$ cat src/common/dsf_pkg.sv
// Constants, field layouts and carrier types of the strap and fault block
package dsf_pkg;

  // ==========================================================================
  // Register map (byte addresses)
  localparam int          ADDR_W       = 6;
  localparam logic [5:0]  OFF_CTRL     = 6'h08;
  localparam logic [5:0]  OFF_LINE_FAULT_N     = 6'h14;
  localparam logic [5:0]  OFF_STRAP    = 6'h20;
  localparam logic [5:0]  OFF_IRQ_STAT = 6'h24;
  localparam logic [5:0]  OFF_IRQ_CLR  = 6'h28;
  localparam logic [5:0]  OFF_IRQ_EN   = 6'h2C;

  // ==========================================================================
  // Fields and reset values
  localparam int          CTRL_STAG_DIS_BIT = 3;
  localparam logic        STAG_DIS_RST      = 1'h0;
  localparam logic [1:0]  LF_NORMAL         = 2'h2;
  localparam logic [3:0]  LF_RST            = 4'hA;
  localparam int          IRQ_W             = 3;
  localparam int          IRQ_FAULT_SET     = 0;
  localparam int          IRQ_FAULT_CLR     = 1;
  localparam int          IRQ_TRIG          = 2;
  localparam logic [1:0]  RESP_OKAY         = 2'h0;
  localparam logic [1:0]  RESP_SLVERR       = 2'h2;

  // Dual-function pin positions
  localparam int PIN_DBL = 0;
  localparam int PIN_BWS = 1;
  localparam int PIN_MS  = 2;
  localparam int PIN_EDC = 3;
  localparam int PIN_ES  = 4;
  localparam int PIN_N   = 5;

  // ==========================================================================
  // Stagger delays in picoseconds
  localparam logic [10:0] STAG_G0_PS   = 11'h000;
  localparam logic [10:0] STAG_G1_PS   = 11'h1F4;
  localparam logic [10:0] STAG_G2_PS   = 11'h3E8;
  localparam logic [10:0] STAG_G3_PS   = 11'h5DC;
  localparam logic [10:0] STAG_PCLK_PS = 11'h2EE;

  // ==========================================================================
  // Timing
  localparam int          CLK_PERIOD_NS = 50;
  localparam int          TRIG_MAX_NS   = 350000;
  localparam int          TRIG_MAX_CYC  = TRIG_MAX_NS / CLK_PERIOD_NS;
  localparam int          TRIG_OVH_CYC  = 4;
  localparam int          TRIG_CNT_W    = 13;
  localparam logic [1:0]  BOOT_CYC      = 2'h3;

  // ==========================================================================
  // Carrier types
  typedef struct packed {
    logic strap_valid;
    logic lcc_en;
    logic double_out;
    logic bus_32bit;
    logic sync_encode;
    logic error_correct;
    logic edge_falling;
  } dsf_cfg_s;

  typedef struct packed {
    logic [10:0] grp0;
    logic [10:0] grp1;
    logic [10:0] grp2;
    logic [10:0] grp3;
    logic [10:0] pclk;
  } dsf_stag_s;

endpackage

$ cat src/hw/dsf_top.sv
// Strap loader, output stagger, line fault status and trigger forwarding
//
// What this block does
// - Stagger group delays 0/0.5/1/1.5, clock 0.75 ns
// - Control bit 3 at 0x08 disables staggering
// - Control channel on: GPIO and mode select pins
// - Control channel off: latch double, width, sync straps
// - Strap mode: error correction strap enables correction
// - Strap mode: edge strap picks falling output edge
// - Straps latched once after each reset release only
// - Status bits 3:2 hold negative wire code
// - Status bits 1:0 hold positive wire code
// - Fault pin low during fault, high when normal
// - Trigger input reaches far output within 0.35 ms
`timescale 1ns/1ps
module dsf_top #(
  parameter int TRIG_LIMIT_CYC = dsf_pkg::TRIG_MAX_CYC
) (
  // Clock and reset
  input  wire logic                  aclk,
  input  wire logic                  aresetn,
  // AXI4-Lite write
  input  wire logic [5:0]            s_axi_awaddr,
  input  wire logic                  s_axi_awvalid,
  output logic                       s_axi_awready,
  input  wire logic [31:0]           s_axi_wdata,
  input  wire logic [3:0]            s_axi_wstrb,
  input  wire logic                  s_axi_wvalid,
  output logic                       s_axi_wready,
  output logic [1:0]                 s_axi_bresp,
  output logic                       s_axi_bvalid,
  input  wire logic                  s_axi_bready,
  // AXI4-Lite read
  input  wire logic [5:0]            s_axi_araddr,
  input  wire logic                  s_axi_arvalid,
  output logic                       s_axi_arready,
  output logic [31:0]                s_axi_rdata,
  output logic [1:0]                 s_axi_rresp,
  output logic                       s_axi_rvalid,
  input  wire logic                  s_axi_rready,
  // Strap and dual-function pins
  input  wire logic                  local_ctrl_chan_enable,
  input  wire logic [4:0]            dual_pins,
  // Configuration results
  output dsf_pkg::dsf_cfg_s          cfg,
  output logic                       ctrl_chan_en,
  output logic [1:0]                 gpio_in,
  output logic                       base_bypass_select,
  output dsf_pkg::dsf_stag_s         stag_dly,
  // Line fault detector
  input  wire logic [1:0]            neg_wire_fault_code,
  input  wire logic [1:0]            pos_wire_fault_code,
  output logic                       line_fault_n,
  // Trigger forwarding
  input  wire logic                  remote_trigger_input,
  output logic                       remote_trigger_output,
  // Interrupt
  output logic                       irq
);
  import dsf_pkg::*;

  localparam logic [TRIG_CNT_W-1:0] TRIG_LOAD =
    TRIG_CNT_W'(TRIG_LIMIT_CYC - TRIG_OVH_CYC);

  typedef struct packed {
    logic [4:0]            pin_s1;
    logic [4:0]            pin_s2;
    logic                  lcc_s1;
    logic                  lcc_s2;
    logic [3:0]            lf_s1;
    logic [3:0]            lf_s2;
    logic                  trig_s1;
    logic                  trig_s2;
    logic                  trig_s3;
    logic [1:0]            boot_cnt;
    dsf_cfg_s              cfg;
    logic [1:0]            gpio;
    logic                  bypass;
    logic [3:0]            fault_code;
    logic                  fault_n;
    logic                  trig_out;
    logic                  trig_pend;
    logic [TRIG_CNT_W-1:0] trig_cnt;
    logic                  stag_dis;
    dsf_stag_s             stag;
    logic [IRQ_W-1:0]      irq_stat;
    logic [IRQ_W-1:0]      irq_en;
    logic                  aw_held;
    logic [5:0]            aw_addr;
    logic                  w_held;
    logic [7:0]            wdata;
    logic                  wstrb0;
    logic                  bvalid;
    logic [1:0]            bresp;
    logic                  rvalid;
    logic [1:0]            rresp;
    logic [31:0]           rdata;
  } dsf_state_s;

  dsf_state_s st_ff;
  dsf_state_s nxt_st;

  // ==========================================================================
  // Helpers
  function automatic logic is_fault(input logic [3:0] code);
    return (code[3:2] != LF_NORMAL) || (code[1:0] != LF_NORMAL);
  endfunction

  function automatic logic is_mapped(input logic [5:0] addr);
    return (addr == OFF_CTRL) || (addr == OFF_LINE_FAULT_N) ||
           (addr == OFF_STRAP) || (addr == OFF_IRQ_STAT) ||
           (addr == OFF_IRQ_CLR) || (addr == OFF_IRQ_EN);
  endfunction

  logic             do_wr;
  logic             ev_fault_set;
  logic             ev_fault_clr;
  logic             ev_trig;
  logic [IRQ_W-1:0] irq_clr;
  logic [31:0]      rd_val;

  // ==========================================================================
  // Next state
  always_comb begin
    nxt_st = st_ff;
    // Synchronisers
    nxt_st.pin_s1  = dual_pins;
    nxt_st.pin_s2  = st_ff.pin_s1;
    nxt_st.lcc_s1  = local_ctrl_chan_enable;
    nxt_st.lcc_s2  = st_ff.lcc_s1;
    nxt_st.lf_s1   = {neg_wire_fault_code, pos_wire_fault_code};
    nxt_st.lf_s2   = st_ff.lf_s1;
    nxt_st.trig_s1 = remote_trigger_input;
    nxt_st.trig_s2 = st_ff.trig_s1;
    nxt_st.trig_s3 = st_ff.trig_s2;

    // Strap capture once the synchronisers have filled
    if (!st_ff.cfg.strap_valid) begin
      if (st_ff.boot_cnt != BOOT_CYC) begin
        nxt_st.boot_cnt = st_ff.boot_cnt + 2'h1;
      end else begin
        nxt_st.cfg.strap_valid = 1'b1;
        nxt_st.cfg.lcc_en      = st_ff.lcc_s2;
        if (!st_ff.lcc_s2) begin
          nxt_st.cfg.double_out    = st_ff.pin_s2[PIN_DBL];
          nxt_st.cfg.bus_32bit     = st_ff.pin_s2[PIN_BWS];
          nxt_st.cfg.sync_encode   = st_ff.pin_s2[PIN_MS];
          nxt_st.cfg.error_correct = st_ff.pin_s2[PIN_EDC];
          nxt_st.cfg.edge_falling  = st_ff.pin_s2[PIN_ES];
        end
      end
    end

    // Live GPIO and mode inputs with the control channel on
    if (st_ff.cfg.strap_valid && st_ff.cfg.lcc_en) begin
      nxt_st.gpio   = st_ff.pin_s2[PIN_BWS:PIN_DBL];
      nxt_st.bypass = st_ff.pin_s2[PIN_MS];
    end else begin
      nxt_st.gpio   = 2'h0;
      nxt_st.bypass = 1'b0;
    end

    // Line fault status and pin
    nxt_st.fault_code = st_ff.lf_s2;
    nxt_st.fault_n    = !is_fault(st_ff.lf_s2);
    ev_fault_set      = st_ff.fault_n && is_fault(st_ff.lf_s2);
    ev_fault_clr      = !st_ff.fault_n && !is_fault(st_ff.lf_s2);

    // Trigger forwarding with a bounded delay
    ev_trig = 1'b0;
    if (st_ff.trig_s2 != st_ff.trig_s3) begin
      nxt_st.trig_pend = 1'b1;
      nxt_st.trig_cnt  = TRIG_LOAD;
    end else if (st_ff.trig_pend) begin
      if (st_ff.trig_cnt == '0) begin
        nxt_st.trig_pend = 1'b0;
        nxt_st.trig_out  = st_ff.trig_s2;
        ev_trig          = 1'b1;
      end else begin
        nxt_st.trig_cnt = st_ff.trig_cnt - TRIG_CNT_W'(1);
      end
    end

    // Stagger delays
    if (st_ff.stag_dis) begin
      nxt_st.stag = '0;
    end else begin
      nxt_st.stag = '{grp0: STAG_G0_PS, grp1: STAG_G1_PS,
                      grp2: STAG_G2_PS, grp3: STAG_G3_PS,
                      pclk: STAG_PCLK_PS};
    end

    // AXI write channel: address and data in either order
    if (s_axi_awvalid && s_axi_awready) begin
      nxt_st.aw_held = 1'b1;
      nxt_st.aw_addr = s_axi_awaddr;
    end
    if (s_axi_wvalid && s_axi_wready) begin
      nxt_st.w_held = 1'b1;
      nxt_st.wdata  = s_axi_wdata[7:0];
      nxt_st.wstrb0 = s_axi_wstrb[0];
    end
    do_wr   = st_ff.aw_held && st_ff.w_held && !st_ff.bvalid;
    irq_clr = '0;
    if (do_wr) begin
      nxt_st.aw_held = 1'b0;
      nxt_st.w_held  = 1'b0;
      nxt_st.bvalid  = 1'b1;
      nxt_st.bresp   = is_mapped(st_ff.aw_addr) ? RESP_OKAY : RESP_SLVERR;
      if (st_ff.wstrb0) begin
        unique case (st_ff.aw_addr)
          OFF_CTRL:    nxt_st.stag_dis = st_ff.wdata[CTRL_STAG_DIS_BIT];
          OFF_IRQ_CLR: irq_clr         = st_ff.wdata[IRQ_W-1:0];
          OFF_IRQ_EN:  nxt_st.irq_en   = st_ff.wdata[IRQ_W-1:0];
          default:     ;
        endcase
      end
    end else if (st_ff.bvalid && s_axi_bready) begin
      nxt_st.bvalid = 1'b0;
    end

    // Sticky status, a set in the clearing cycle wins
    nxt_st.irq_stat = (st_ff.irq_stat & ~irq_clr);
    nxt_st.irq_stat[IRQ_FAULT_SET] =
      nxt_st.irq_stat[IRQ_FAULT_SET] | ev_fault_set;
    nxt_st.irq_stat[IRQ_FAULT_CLR] =
      nxt_st.irq_stat[IRQ_FAULT_CLR] | ev_fault_clr;
    nxt_st.irq_stat[IRQ_TRIG] = nxt_st.irq_stat[IRQ_TRIG] | ev_trig;

    // AXI read channel
    rd_val = 32'h0000_0000;
    unique case (s_axi_araddr)
      OFF_CTRL:     rd_val[CTRL_STAG_DIS_BIT] = st_ff.stag_dis;
      OFF_LINE_FAULT_N:     rd_val[3:0]       = st_ff.fault_code;
      OFF_STRAP:    rd_val[6:0]       = st_ff.cfg;
      OFF_IRQ_STAT: rd_val[IRQ_W-1:0] = st_ff.irq_stat;
      OFF_IRQ_EN:   rd_val[IRQ_W-1:0] = st_ff.irq_en;
      default:      ;
    endcase
    if (s_axi_arvalid && s_axi_arready) begin
      nxt_st.rvalid = 1'b1;
      nxt_st.rdata  = rd_val;
      nxt_st.rresp  = is_mapped(s_axi_araddr) ? RESP_OKAY : RESP_SLVERR;
    end else if (st_ff.rvalid && s_axi_rready) begin
      nxt_st.rvalid = 1'b0;
    end

    if (!aresetn) begin
      nxt_st            = '0;
      // Fault synchronisers idle at the normal code, no false edge
      nxt_st.lf_s1      = LF_RST;
      nxt_st.lf_s2      = LF_RST;
      nxt_st.fault_code = LF_RST;
      nxt_st.fault_n    = 1'b1;
      nxt_st.stag_dis   = STAG_DIS_RST;
    end
  end

  always_ff @(posedge aclk) begin
    st_ff <= nxt_st;
  end

  // ==========================================================================
  // Outputs
  assign s_axi_awready        = !st_ff.aw_held && !st_ff.bvalid;
  assign s_axi_wready         = !st_ff.w_held && !st_ff.bvalid;
  assign s_axi_bvalid         = st_ff.bvalid;
  assign s_axi_bresp          = st_ff.bresp;
  assign s_axi_arready        = !st_ff.rvalid;
  assign s_axi_rvalid         = st_ff.rvalid;
  assign s_axi_rdata          = st_ff.rdata;
  assign s_axi_rresp          = st_ff.rresp;
  assign cfg                  = st_ff.cfg;
  assign ctrl_chan_en         = st_ff.cfg.strap_valid && st_ff.cfg.lcc_en;
  assign gpio_in              = st_ff.gpio;
  assign base_bypass_select   = st_ff.bypass;
  assign stag_dly             = st_ff.stag;
  assign line_fault_n         = st_ff.fault_n;
  assign remote_trigger_output = st_ff.trig_out;
  assign irq                  = |(st_ff.irq_stat & st_ff.irq_en);

  logic [TRIG_CNT_W-1:0] lag_cnt;
  always_ff @(posedge aclk) begin
    if (!aresetn || (st_ff.trig_s2 == st_ff.trig_out)) begin
      lag_cnt <= '0;
    end else begin
      lag_cnt <= lag_cnt + TRIG_CNT_W'(1);
    end
  end
endmodule // dsf_top

$ cat config.mk
export PLATFORM = sky130hd
export DESIGN_NAME = dsf_top
export DESIGN_NICKNAME = d
export VERILOG_FILES = /design/src/common/dsf_pkg.sv /design/src/hw/dsf_top.sv
export SDC_FILE = /design/constraint.sdc
export NUM_CORES = 1
export LEC_CHECK = 0
export BUFFER_PORTS_ARGS = -buffer_cell sky130_fd_sc_hd__buf_4
export CAP_MARGIN = 0
export CORE_AREA = 4 4 114 116
export DETAILED_ROUTE_END_ITERATION = 6
export DIE_AREA = 0 0 118 120
export PLACE_DENSITY = 0.68
export SYNTH_ARGS = -nofsm -noshare
export SYNTH_HDL_FRONTEND = slang
export SYNTH_SLANG_ARGS = --single-unit
$ cat constraint.sdc
create_clock -name aclk -period 2.8 [get_ports aclk]
set_input_delay 0.56 -clock aclk [delete_from_list [all_inputs] [get_ports aclk]]
set_output_delay 0.56 -clock aclk [all_outputs]
set_load 0.005 [all_outputs]
==> flow_summary.yaml, run 1 <==
run_status:
  outcome: "finished clean"
sta:
  final.setup.tns_ps: 0
  finalSetupViolations: 0
  drv_slew: 0
  hold_violations: 0
  rsz0062_at_grt: "no"
  fmax_mhz: 474
  fin_skew_ps: 8.54
  tightest_slew_ps: 722
  min_period_ps: 2110
  slew_headroom_pct: 51.8
  whs_ps: 408
  period_share_pct: 75.3
logic_synthesis:
  async_flop_share_pct: 0
  yosys.area.top_type: "dfxtp_1"
  synth.distinct_cells: 46
  synth_edf_count: 0
  synth_area_um2: 4120
  synth_warnings: 0
  synth.top_cells.by_count: "100 x buf_4, 87 x dfxtp_1, 37 x nor2_1"
  seq_area_frac_synth_pct: 42.2
  ys.flop_type: "dfxtp_1"
  synth.top_cells.by_area: "dfxtp_1 42%, buf_4 18%, mux2i_1 5.3%"
  syn_inst: 456
  avgSynthCellArea_um2: 9.04
  synth_most_common_cell: "buf_4"
  yosysTopAreaCellShare_pct: 42.2
  synth_seq_cells: 87
die:
  dieWidth_um: 118
  ios: 176
  start_util_pct: 34.6
  rows: 40
  fp.dieH_um: 120
  die_area_um2: 14200
  core_area_um2: 11900
setup_path:
  cp.depth: 6
  cp-start-kind: "register"
  cp.buffers_inverters: 1
  critPathMaxStageDelay_ps: 710
  crit_type: "register to register"
  cp_slowest_cell: "or4b_2"
  reg2reg_to: "st_ff[124]$_SDFFE_PP0P_"
  rrSetupSlack_ps: 690
  crit_path_frequent_cell: "nor4_1"
  cp.required_ps: 3030
  crit_family: "simple AND/OR/NAND/NOR gates"
  r2r.worst_path.cells: 6
  cp_data_arrival_time_ps: 2340
  path_cells: "inv_1, ha_1, or4b_2, nor4_1, nor4_1, a31o_2"
  worstPathMaxFanout: 4
  cp-end-kind: "register"
  reg2reg_from: "st_ff[117]$_SDFFE_PP0P_"
pwr:
  ir_worst_vdd_mv: 0.332
  leakagePower_nw: 2.03
  p_per_area_nw_per_um2: 646
  combPwrFrac_pct: 13.8
  netSwitchingPower_w: 0.000814
  cellInternalPower_w: 0.00222
  switching_share_pct: 26.8
  p_clk_share_pct: 40.7
  p_seq_share_pct: 45.6
finish:
  fillers: 1197
  diodes: 0
  synthToLayoutAreaGrowth_pct: 13.9
  finalNetCount: 564
  final_layout_size_suffix_gt1_share_pct: 22.8
  postLayoutCoreUtil_pct: 39.4
clocking:
  cts_hold_buffers: 0
  path_clk_slew_ps: 70
  numCtsBuffers: 9
  cts_tree: "done"
  clockBufferDepth: 2
  htree_levels: 3
  clkLatencyLatePin_ps: 330
  cts-root-buf: "clkbuf_16"
  cts_resized: 0
  cts_setup_buffers: 0
  clock-sinks: 87
grt:
  met1_usage_pct: 13.4
  grt_max_degree: 43
  antenna_found_initial: 0
  track_usage_pct: 11.6
  grt_pass1_wl_mm: 13.6
  grtUsageMet2_pct: 21.0
  grt_busiest_layer: "met2"
  grt.overflow.total: 0
  grt_pass1_vias: 2802
  grtUsageMet3_pct: 3.02
detailed_routing:
  wirelength_mm: 8.34
  drc_errors: 0
  wl_per_cell_um: 12.9
  drt_first_iter_violations: 121
  vias: 2967
  detail-route-antenna-nets: 0
  dr.pass1.iters: 4
  vias_per_cell: 4.58
place:
  place_congestion: 0.782
  portBuffers: 88
  dp_hpwl_mm: 6.34
worst_hold_path:
  hold_path_class: "input pin to register"
  min_from: "s_axi_rready"
  min_delay_worst_endpoint: "s_axi_rvalid$_SDFFE_PN0P_"
  hold_path_depth: 2
job:
  max-cap-violations: 0
==> worst reg2reg max path: cells and delay by family (launching register included) <==
kind / cells / cell delay (ps)
AND/OR/NAND/NOR: 3 / 1210
adder cells (fa/ha/maj): 1 / 190
AO/OA/AOI/OAI: 1 / 220
buffers and inverters: 1 / 80
flip-flops: 1 / 310
==> cell families after synthesis <==
kind of cell / Yosys count / synth area share [%]
AOI/OAI and AO/OA: 63 / 10.3
other: 1 / 0.0909
and+or+nand+nor: 151 / 20.0
buffers and inverters: 126 / 20.6
DFF: 87 / 42.2
muxes: 22 / 5.34
xor gates and xnor gates: 4 / 0.850
adders and majority gates: 2 / 0.607
==> worst max-delay path by stage <==
stage / startpoint / to / slack [ps]
floorplan: st_ff[117]$_SDFFE_PP0P_ / st_ff[124]$_SDFFE_PP0P_ / 930
global placement: st_ff[117]$_SDFFE_PP0P_ / st_ff[124]$_SDFFE_PP0P_ / 770
detailed placement: st_ff[117]$_SDFFE_PP0P_ / st_ff[124]$_SDFFE_PP0P_ / 700
CTS: st_ff[117]$_SDFFE_PP0P_ / st_ff[124]$_SDFFE_PP0P_ / 670
global route: st_ff[117]$_SDFFE_PP0P_ / st_ff[124]$_SDFFE_PP0P_ / 560
finish: st_ff[117]$_SDFFE_PP0P_ / st_ff[124]$_SDFFE_PP0P_ / 690
==> cell type report <==
cell class / instances / area [um^2] / area share, %
clock buffer: 9 / 225 / 4.79
sequential: 87 / 1740 / 37.1
multi-input combinational: 298 / 1740 / 37.0
timing repair buffer: 91 / 683 / 14.5
clock inverter: 7 / 91.3 / 1.94
inverter: 9 / 33.8 / 0.719
tap: 147 / 184 / 3.91
==> layer usage <==
| metal | vias to the layer above | routed length [um] |
|---|---|---|
| met5 | - | 0 |
| met4 | 0 | 85 |
| met3 | 10 | 588 |
| met2 | 126 | 4160 |
| met1 | 1354 | 3510 |
| li1 | 1477 | - |
==> metrics by stage <==
stage	instance area, um^2	setup WS, ps	std cells	power (W)
2_1_floorplan	4330	926	511	0.00176
3_3_place_gp	4380	767	632	0.00181
3_5_place_dp	4380	696	632	0.00183
4_1_cts	4700	666	648	0.00307
5_1_grt	4700	560	648	0.00318
6_report	4700	692	648	0.00304
==> flip-flops by register name, indices dropped and copies added (netlist names) <==
register	flops
gpio_in	2
s_axi_rdata	7
st_ff	63
stag_dly	1
s_axi_bresp	1
cfg	7
line_fault_n	1
remote_trigger_output	1
s_axi_rresp	1
s_axi_rvalid	1
base_bypass_select	1
s_axi_bvalid	1
==> power by group through the flow <==
stage | Combinational [W] | Sequential (W) | Clock [W]
after floorplan | 0.000370 | 0.00139 | 0
after global placement | 0.000402 | 0.00140 | 0
after detailed placement | 0.000417 | 0.00141 | 0
after CTS | 0.000421 | 0.00138 | 0.00127
after global routing | 0.000472 | 0.00140 | 0.00132
final | 0.000419 | 0.00138 | 0.00123
==> cells in the final DEF (no fill, tap or decap), drive strengths merged, types with 4 or more instances in the layout <==
| cell type | instances |
|---|---|
| a21oi | 20 |
| a31oi | 8 |
| a32o | 4 |
| and2 | 31 |
| buf | 91 |
| clkbuf | 9 |
| clkinv | 5 |
| conb | 56 |
| dfxtp | 87 |
| inv | 10 |
| mux2i | 22 |
| nand2 | 17 |
| nand2b | 9 |
| nand3 | 12 |
| nand4 | 7 |
| nor2 | 37 |
| nor2b | 7 |
| nor3 | 5 |
| nor3b | 4 |
| o21ai | 14 |
| o31ai | 4 |
| or3 | 6 |
| or4 | 5 |
(Power assumes the default switching activity.)
==> inputs of run 2 (changes only) <==
--- a/config.mk
+++ b/config.mk
@@ -5,12 +5,13 @@
 export SDC_FILE = /design/constraint.sdc
 export NUM_CORES = 1
 export LEC_CHECK = 0
+export ABC_AREA = 1
 export BUFFER_PORTS_ARGS = -buffer_cell sky130_fd_sc_hd__buf_4
 export CAP_MARGIN = 0
-export CORE_AREA = 4 4 114 116
+export CORE_AREA = 4 4 116 118
 export DETAILED_ROUTE_END_ITERATION = 6
-export DIE_AREA = 0 0 118 120
-export PLACE_DENSITY = 0.68
+export DIE_AREA = 0 0 120 122
+export PLACE_DENSITY = 0.7
 export SYNTH_ARGS = -nofsm -noshare
 export SYNTH_HDL_FRONTEND = slang
 export SYNTH_SLANG_ARGS = --single-unit
==> constraint.sdc (replaced) <==
create_clock -name aclk -period 1.9 [get_ports aclk]
set_input_delay 0.38 -clock aclk [delete_from_list [all_inputs] [get_ports aclk]]
set_output_delay 0.38 -clock aclk [all_outputs]
set_load 0.005 [all_outputs]
==> run 2 against run 1 <==
Via count is 6.3% higher. Maximum frequency is 30% higher. Combinational power up 91%. Clock-buffer cell count grew 2. Utilization is 0.18 points lower. Sequential share of layout area down 1.5 points. Clock skew decreased by 1.1 ps. Clock power is 37% higher.
==> flow_summary.yaml, run 2 <==
run_status:
  outcome: "finished clean"
sta:
  min_period_ps: 1620
  hold_violations: 0
  period_share_pct: 85.3
  final.setup.tns_ps: 0
  fmax_mhz: 617
  rsz0062_at_grt: "no"
  finalSetupViolations: 0
  fin_skew_ps: 7.40
  drv_slew: 0
setup_path:
  cp.buffers_inverters: 2
  crit_type: "register to register"
  rrSetupSlack_ps: 280
  cp-start-kind: "register"
  worstPathMaxFanout: 13
  cp-end-kind: "register"
  path_cells: "inv_1, ha_1, nand3_2, nor2_4, nand2_4, nand2_4, inv_2, o21bai_1, a21oi_1"
  crit_path_frequent_cell: "nand2_4"
  cp.required_ps: 2130
  reg2reg_from: "st_ff[117]$_SDFFE_PP0P_"
  r2r.worst_path.cells: 9
  critPathMaxStageDelay_ps: 310
  reg2reg_to: "st_ff[118]$_SDFFE_PP0P_"
  crit_family: "simple AND/OR/NAND/NOR gates"
  cp_slowest_cell: "dfxtp_1"
  cp_data_arrival_time_ps: 1850
pwr:
  p_per_area_nw_per_um2: 933
  leakagePower_nw: 2.46
  total_power_w: 0.00456
  ir_worst_vdd_mv: 0.369
finish:
  largest_reg_flops: 63
  fin_area_um2: 4890
  finalNetCount: 687
  diodes: 0
  final_layout_size_suffix_gt1_share_pct: 22.9
  fillers: 1306
  finalNonFillerCells: 796
  final_cell_mix: "94 x buf_4, 93 x nand2_1, 87 x dfxtp_1, 67 x inv_1, 56 x conb_1"
  synthToLayoutAreaGrowth_pct: 14.0
  regMostFlops: "st_ff"
  final_common_cell: "buf_4"
place:
  dp_hpwl_mm: 6.32
  place_congestion: 0.790
  dpl.cell_count: 780
  place_area_um2: 4600
  portBuffers: 88
clocking:
  cts_tree: "done"
  htree_levels: 3
  path_clk_slew_ps: 60
  clockBufferDepth: 2
  clkLatencyLatePin_ps: 330
  cts_resized: 0
  cts_hold_buffers: 0
  numCtsBuffers: 9
  cts-root-buf: "clkbuf_16"
  clock-sinks: 87
  cts_setup_buffers: 0
grt:
  grt_pass1_vias: 2817
  grt.overflow.total: 0
  track_usage_pct: 11.2
  grt_max_degree: 34
  antenna_found_initial: 0
  grt_pass1_wl_mm: 13.2
die:
  die_area_um2: 14600
  ios: 176
  core_area_um2: 12500
  dieWidth_um: 120
  fp.dieH_um: 122
  rows: 41
  start_util_pct: 34.4
logic_synthesis:
  seq_area_frac_synth_pct: 40.6
  synth.distinct_cells: 33
  async_flop_share_pct: 0
  synth_area_um2: 4290
  synth.top_cells.by_area: "dfxtp_1 41%, buf_4 18%, nand2_1 8.1%"
  ys.flop_type: "dfxtp_1"
  synth_seq_cells: 87
  synth_warnings: 0
  synth.top_cells.by_count: "101 x buf_4, 93 x nand2_1, 87 x dfxtp_1"
  syn_inst: 572
  avgSynthCellArea_um2: 7.51
  synth_edf_count: 0
  yosys.area.top_type: "dfxtp_1"
  yosysTopAreaCellShare_pct: 40.6
  synth_most_common_cell: "buf_4"
worst_hold_path:
  min_from: "pos_wire_fault_code[0]"
  hold_path_class: "input pin to register"
  min_delay_worst_endpoint: "st_ff[156]$_SDFF_PN0_"
  hold_path_depth: 3
detailed_routing:
  drt_first_iter_violations: 120
  dr.pass1.iters: 4
  vias_per_cell: 3.96
  vias: 3155
  wirelength_mm: 8.28
  drc_errors: 0
  wl_per_cell_um: 10.4
  detail-route-antenna-nets: 0
job:
  max-cap-violations: 0
-- run 2: cell type report --
| type | instances | area (um^2) | area share [%] |
|---|---|---|---|
| flip-flops and latches | 87 | 1740 | 35.6 |
| multi-input cells | 351 | 1660 | 33.8 |
| repair buffers | 94 | 706 | 14.4 |
| inverters | 76 | 285 | 5.83 |
| clock buffers | 11 | 253 | 5.16 |
| well taps | 172 | 215 | 4.40 |
| clock inverters | 5 | 38.8 | 0.792 |
-- run 2: where the power goes --
group          switching (W)  total (W)  internal (W)
clock network       0.000720    0.00169      0.000966
registers           0.000107    0.00208       0.00197
logic               0.000461   0.000800      0.000339
total                0.00129    0.00456       0.00328
-- run 2: layer usage --
layer,track usage (%),up-vias,share of wire (%)
met5,0,-,0
met4,4.22,0,1.5
met3,3.20,13,4.8
met2,18.3,64,49
met1,14.0,1351,45
li1,-,1727,-
-- run 2: worst min-delay path, delay by kind of cell --
family | cells | cell delay [ps]
AND/OR/NAND/NOR | 1 | 40
buffers and inverters | 2 | 110
-- run 2: kinds of logic (layout without fill, tap and decap cells) --
family                     count (synthesis)  count (layout)  synth area share [%]
buffers and inverters                    189             186                  25.7
DFF                                       87              87                  40.6
other                                      1              56                0.0873
and+or+nand+nor                          223             223                  24.4
xor gates and xnor gates                   2               2                 0.408
adders and majority gates                  2               2                 0.583
AOI/OAI and AO/OA                         68              68                  8.28
-- run 2: per-stage QoR --
stage	worst slack [ps]	hold WS, ps	util, %
finish	278	222	39.3
global route	93.6	226	39.3
CTS	269	210	39.3
detailed placement	284	398	36.9
global placement	310	395	36.9
floorplan	467	390	-
-- run 2: worst max path at each step --
stage	startpoint	endpoint	slack [ps]	cells past startpoint
detailed placement	st_ff[117]$_SDFFE_PP0P_	st_ff[120]$_SDFFE_PP0P_	280	8
global placement	st_ff[117]$_SDFFE_PP0P_	st_ff[120]$_SDFFE_PP0P_	310	8
global route	st_ff[117]$_SDFFE_PP0P_	remote_trigger_output$_SDFFE_PN0P_	90	9
CTS	st_ff[117]$_SDFFE_PP0P_	st_ff[120]$_SDFFE_PP0P_	270	8
finish	st_ff[117]$_SDFFE_PP0P_	st_ff[118]$_SDFFE_PP0P_	280	9
floorplan	st_ff[117]$_SDFFE_PP0P_	st_ff[128]$_SDFFE_PN0P_	470	10
==> inputs of run 3 (changes only) <==
--- a/config.mk
+++ b/config.mk
@@ -11,7 +11,7 @@
 export CORE_AREA = 4 4 116 118
 export DETAILED_ROUTE_END_ITERATION = 6
 export DIE_AREA = 0 0 120 122
-export PLACE_DENSITY = 0.7
+export PLACE_DENSITY = 0.68
 export SYNTH_ARGS = -nofsm -noshare
 export SYNTH_HDL_FRONTEND = slang
 export SYNTH_SLANG_ARGS = --single-unit
==> constraint.sdc (replaced) <==
create_clock -name aclk -period 1.7 [get_ports aclk]
set_input_delay 0.34 -clock aclk [delete_from_list [all_inputs] [get_ports aclk]]
set_output_delay 0.34 -clock aclk [all_outputs]
set_load 0.01 [all_outputs]
==> run 3 against run 2 <==
Routed wire length is 1.4% lower. Sequential share of layout area is 0.15 points lower. Total power is 12% higher. Non-clock buffer count is 2 higher. Worst setup slack worse by 110 ps. Die area stayed put. Critical path depth stayed put. First-iteration DRC count is 13% lower. Combinational power is 20% higher. Clock skew hardly changed. Critical endpoint unchanged.
==> flow_summary.yaml, run 3 (same netlist as run 2, synthesis figures left out) <==
run_status:
  outcome: "finished clean"
pwr:
  p_seq_share_pct: 45.3
  ir_worst_vdd_mv: 0.394
  switching_share_pct: 28.6
  total_power_w: 0.00513
  netSwitchingPower_w: 0.00147
  cellInternalPower_w: 0.00366
  p_clk_share_pct: 36.0
  p_per_area_nw_per_um2: 1040
  leakagePower_nw: 2.47
  combPwrFrac_pct: 18.7
worst_hold_path:
  min_from: "dual_pins[2]"
  hold_path_class: "input pin to register"
  hold_path_depth: 3
  min_delay_worst_endpoint: "st_ff[169]$_SDFF_PN0_"
die:
  die_area_um2: 14600
  start_util_pct: 34.4
  fp.dieH_um: 122
  core_area_um2: 12500
  dieWidth_um: 120
  ios: 176
  rows: 41
sta:
  period_share_pct: 90.3
  fmax_mhz: 652
  finalSetupViolations: 0
  drv_slew: 0
  hold_violations: 0
  rsz0062_at_grt: "no"
  fin_skew_ps: 7.09
  final.setup.tns_ps: 0
  min_period_ps: 1530
finish:
  regMostFlops: "st_ff"
  largest_reg_flops: 63
  diodes: 0
  finalNetCount: 689
  fillers: 1297
  synthToLayoutAreaGrowth_pct: 14.5
  final_common_cell: "buf_4"
  final_cell_mix: "95 x buf_4, 93 x nand2_1, 87 x dfxtp_1, 67 x inv_1, 56 x conb_1"
  final_layout_size_suffix_gt1_share_pct: 23.0
setup_path:
  r2r.worst_path.cells: 9
  crit_family: "simple AND/OR/NAND/NOR gates"
  cp-end-kind: "register"
  crit_type: "register to register"
  cp_slowest_cell: "dfxtp_1"
  cp-start-kind: "register"
  cp.buffers_inverters: 2
  critPathMaxStageDelay_ps: 310
  reg2reg_to: "st_ff[118]$_SDFFE_PP0P_"
  rrSetupSlack_ps: 170
  crit_path_frequent_cell: "nand2_4"
  reg2reg_from: "st_ff[117]$_SDFFE_PP0P_"
  worstPathMaxFanout: 13
  cp.required_ps: 1920
  cp_data_arrival_time_ps: 1760
  path_cells: "inv_1, ha_1, nand3_2, nor2_4, nand2_4, nand2_4, inv_2, o21bai_1, a21oi_1"
place:
  place_congestion: 0.780
  dp_hpwl_mm: 6.30
  portBuffers: 88
clocking:
  cts-root-buf: "clkbuf_16"
  htree_levels: 3
  path_clk_slew_ps: 60
  numCtsBuffers: 9
  cts_tree: "done"
  cts_hold_buffers: 0
  cts_resized: 0
  clkLatencyLatePin_ps: 330
  clockBufferDepth: 2
  clock-sinks: 87
  cts_setup_buffers: 0
detailed_routing:
  drc_errors: 0
  detail-route-antenna-nets: 0
  vias: 3212
  drt_first_iter_violations: 104
  vias_per_cell: 4.03
  wl_per_cell_um: 10.2
  wirelength_mm: 8.16
  dr.pass1.iters: 4
grt:
  grt_pass1_wl_mm: 13.3
  grt_pass1_vias: 2992
  grt_max_degree: 34
  grt.overflow.total: 0
  track_usage_pct: 11.1
  antenna_found_initial: 0
job:
  max-cap-violations: 0
==> run 3: cell types whose count changed in the layout (fill, tap and decap cells not counted), sizes merged <==
cell | previous run | this run
clkbuf | 11 | 12
clkinvlp | 1 | 2
buf | 94 | 96
inv | 78 | 77
clkinv | 2 | 1
==> run 3: cell type report <==
cell class              count  area [um^2]  area share (%)
inverters                  76          285            5.80
repair buffers             96          733            14.9
clock buffers              12          256            5.22
well taps                 172          215            4.38
flip-flops and latches     87         1740            35.4
clock inverters             4         28.8           0.585
multi-input cells         351         1660            33.7
==> run 3: how the worst max path moves through the flow <==
stage | from | end | slack [ps] | cells past startpoint
floorplan | st_ff[117]$_SDFFE_PP0P_ | st_ff[128]$_SDFFE_PN0P_ | 270 | 10
global placement | s_axi_araddr[1] | s_axi_rresp[1]$_SDFFE_PN0P_ | 190 | 9
detailed placement | s_axi_araddr[1] | s_axi_rresp[1]$_SDFFE_PN0P_ | 160 | 9
CTS | st_ff[117]$_SDFFE_PP0P_ | st_ff[118]$_SDFFE_PP0P_ | 150 | 9
global route | st_ff[117]$_SDFFE_PP0P_ | st_ff[118]$_SDFFE_PP0P_ | 3 | 9
finish | st_ff[117]$_SDFFE_PP0P_ | st_ff[118]$_SDFFE_PP0P_ | 170 | 9
==> run 3: tightest hold or removal path, cell delays in order <==
cell	delay, ps
buf_4	80
nand2_1	40
inv_1	40
==> run 3: metrics by stage <==
| stage | instances | hold slack, ps | instance area, um^2 | setup WS (ps) | utilization, % |
|---|---|---|---|---|---|
| CTS | 798 | 177 | 4920 | 150 | 39.4 |
| floorplan | 627 | 390 | 4500 | 267 | - |
| global route | 798 | 187 | 4920 | 3.49 | 39.4 |
| finish | 798 | 189 | 4920 | 166 | 39.4 |
| detailed placement | 782 | 395 | 4630 | 163 | 37.1 |
| global placement | 782 | 393 | 4630 | 186 | 37.1 |
==> run 3: routing by layer <==
| layer | GRT usage, % | wire length (um) | vias to the layer above |
|---|---|---|---|
| met5 | 0 | 0 | - |
| met4 | 4.08 | 81 | 0 |
| met3 | 2.69 | 406 | 5 |
| met2 | 18.9 | 3980 | 75 |
| met1 | 13.6 | 3690 | 1395 |
| li1 | - | - | 1737 |
==> run 3: power groups by stage <==
stage | logic [W] | registers [W] | clock network, W
2_1_floorplan | 0.000858 | 0.00234 | 0
3_3_place_gp | 0.000955 | 0.00237 | 0
3_5_place_dp | 0.000969 | 0.00237 | 0
4_1_cts | 0.000973 | 0.00233 | 0.00191
5_1_grt | 0.00110 | 0.00235 | 0.00198
6_report | 0.000961 | 0.00233 | 0.00185
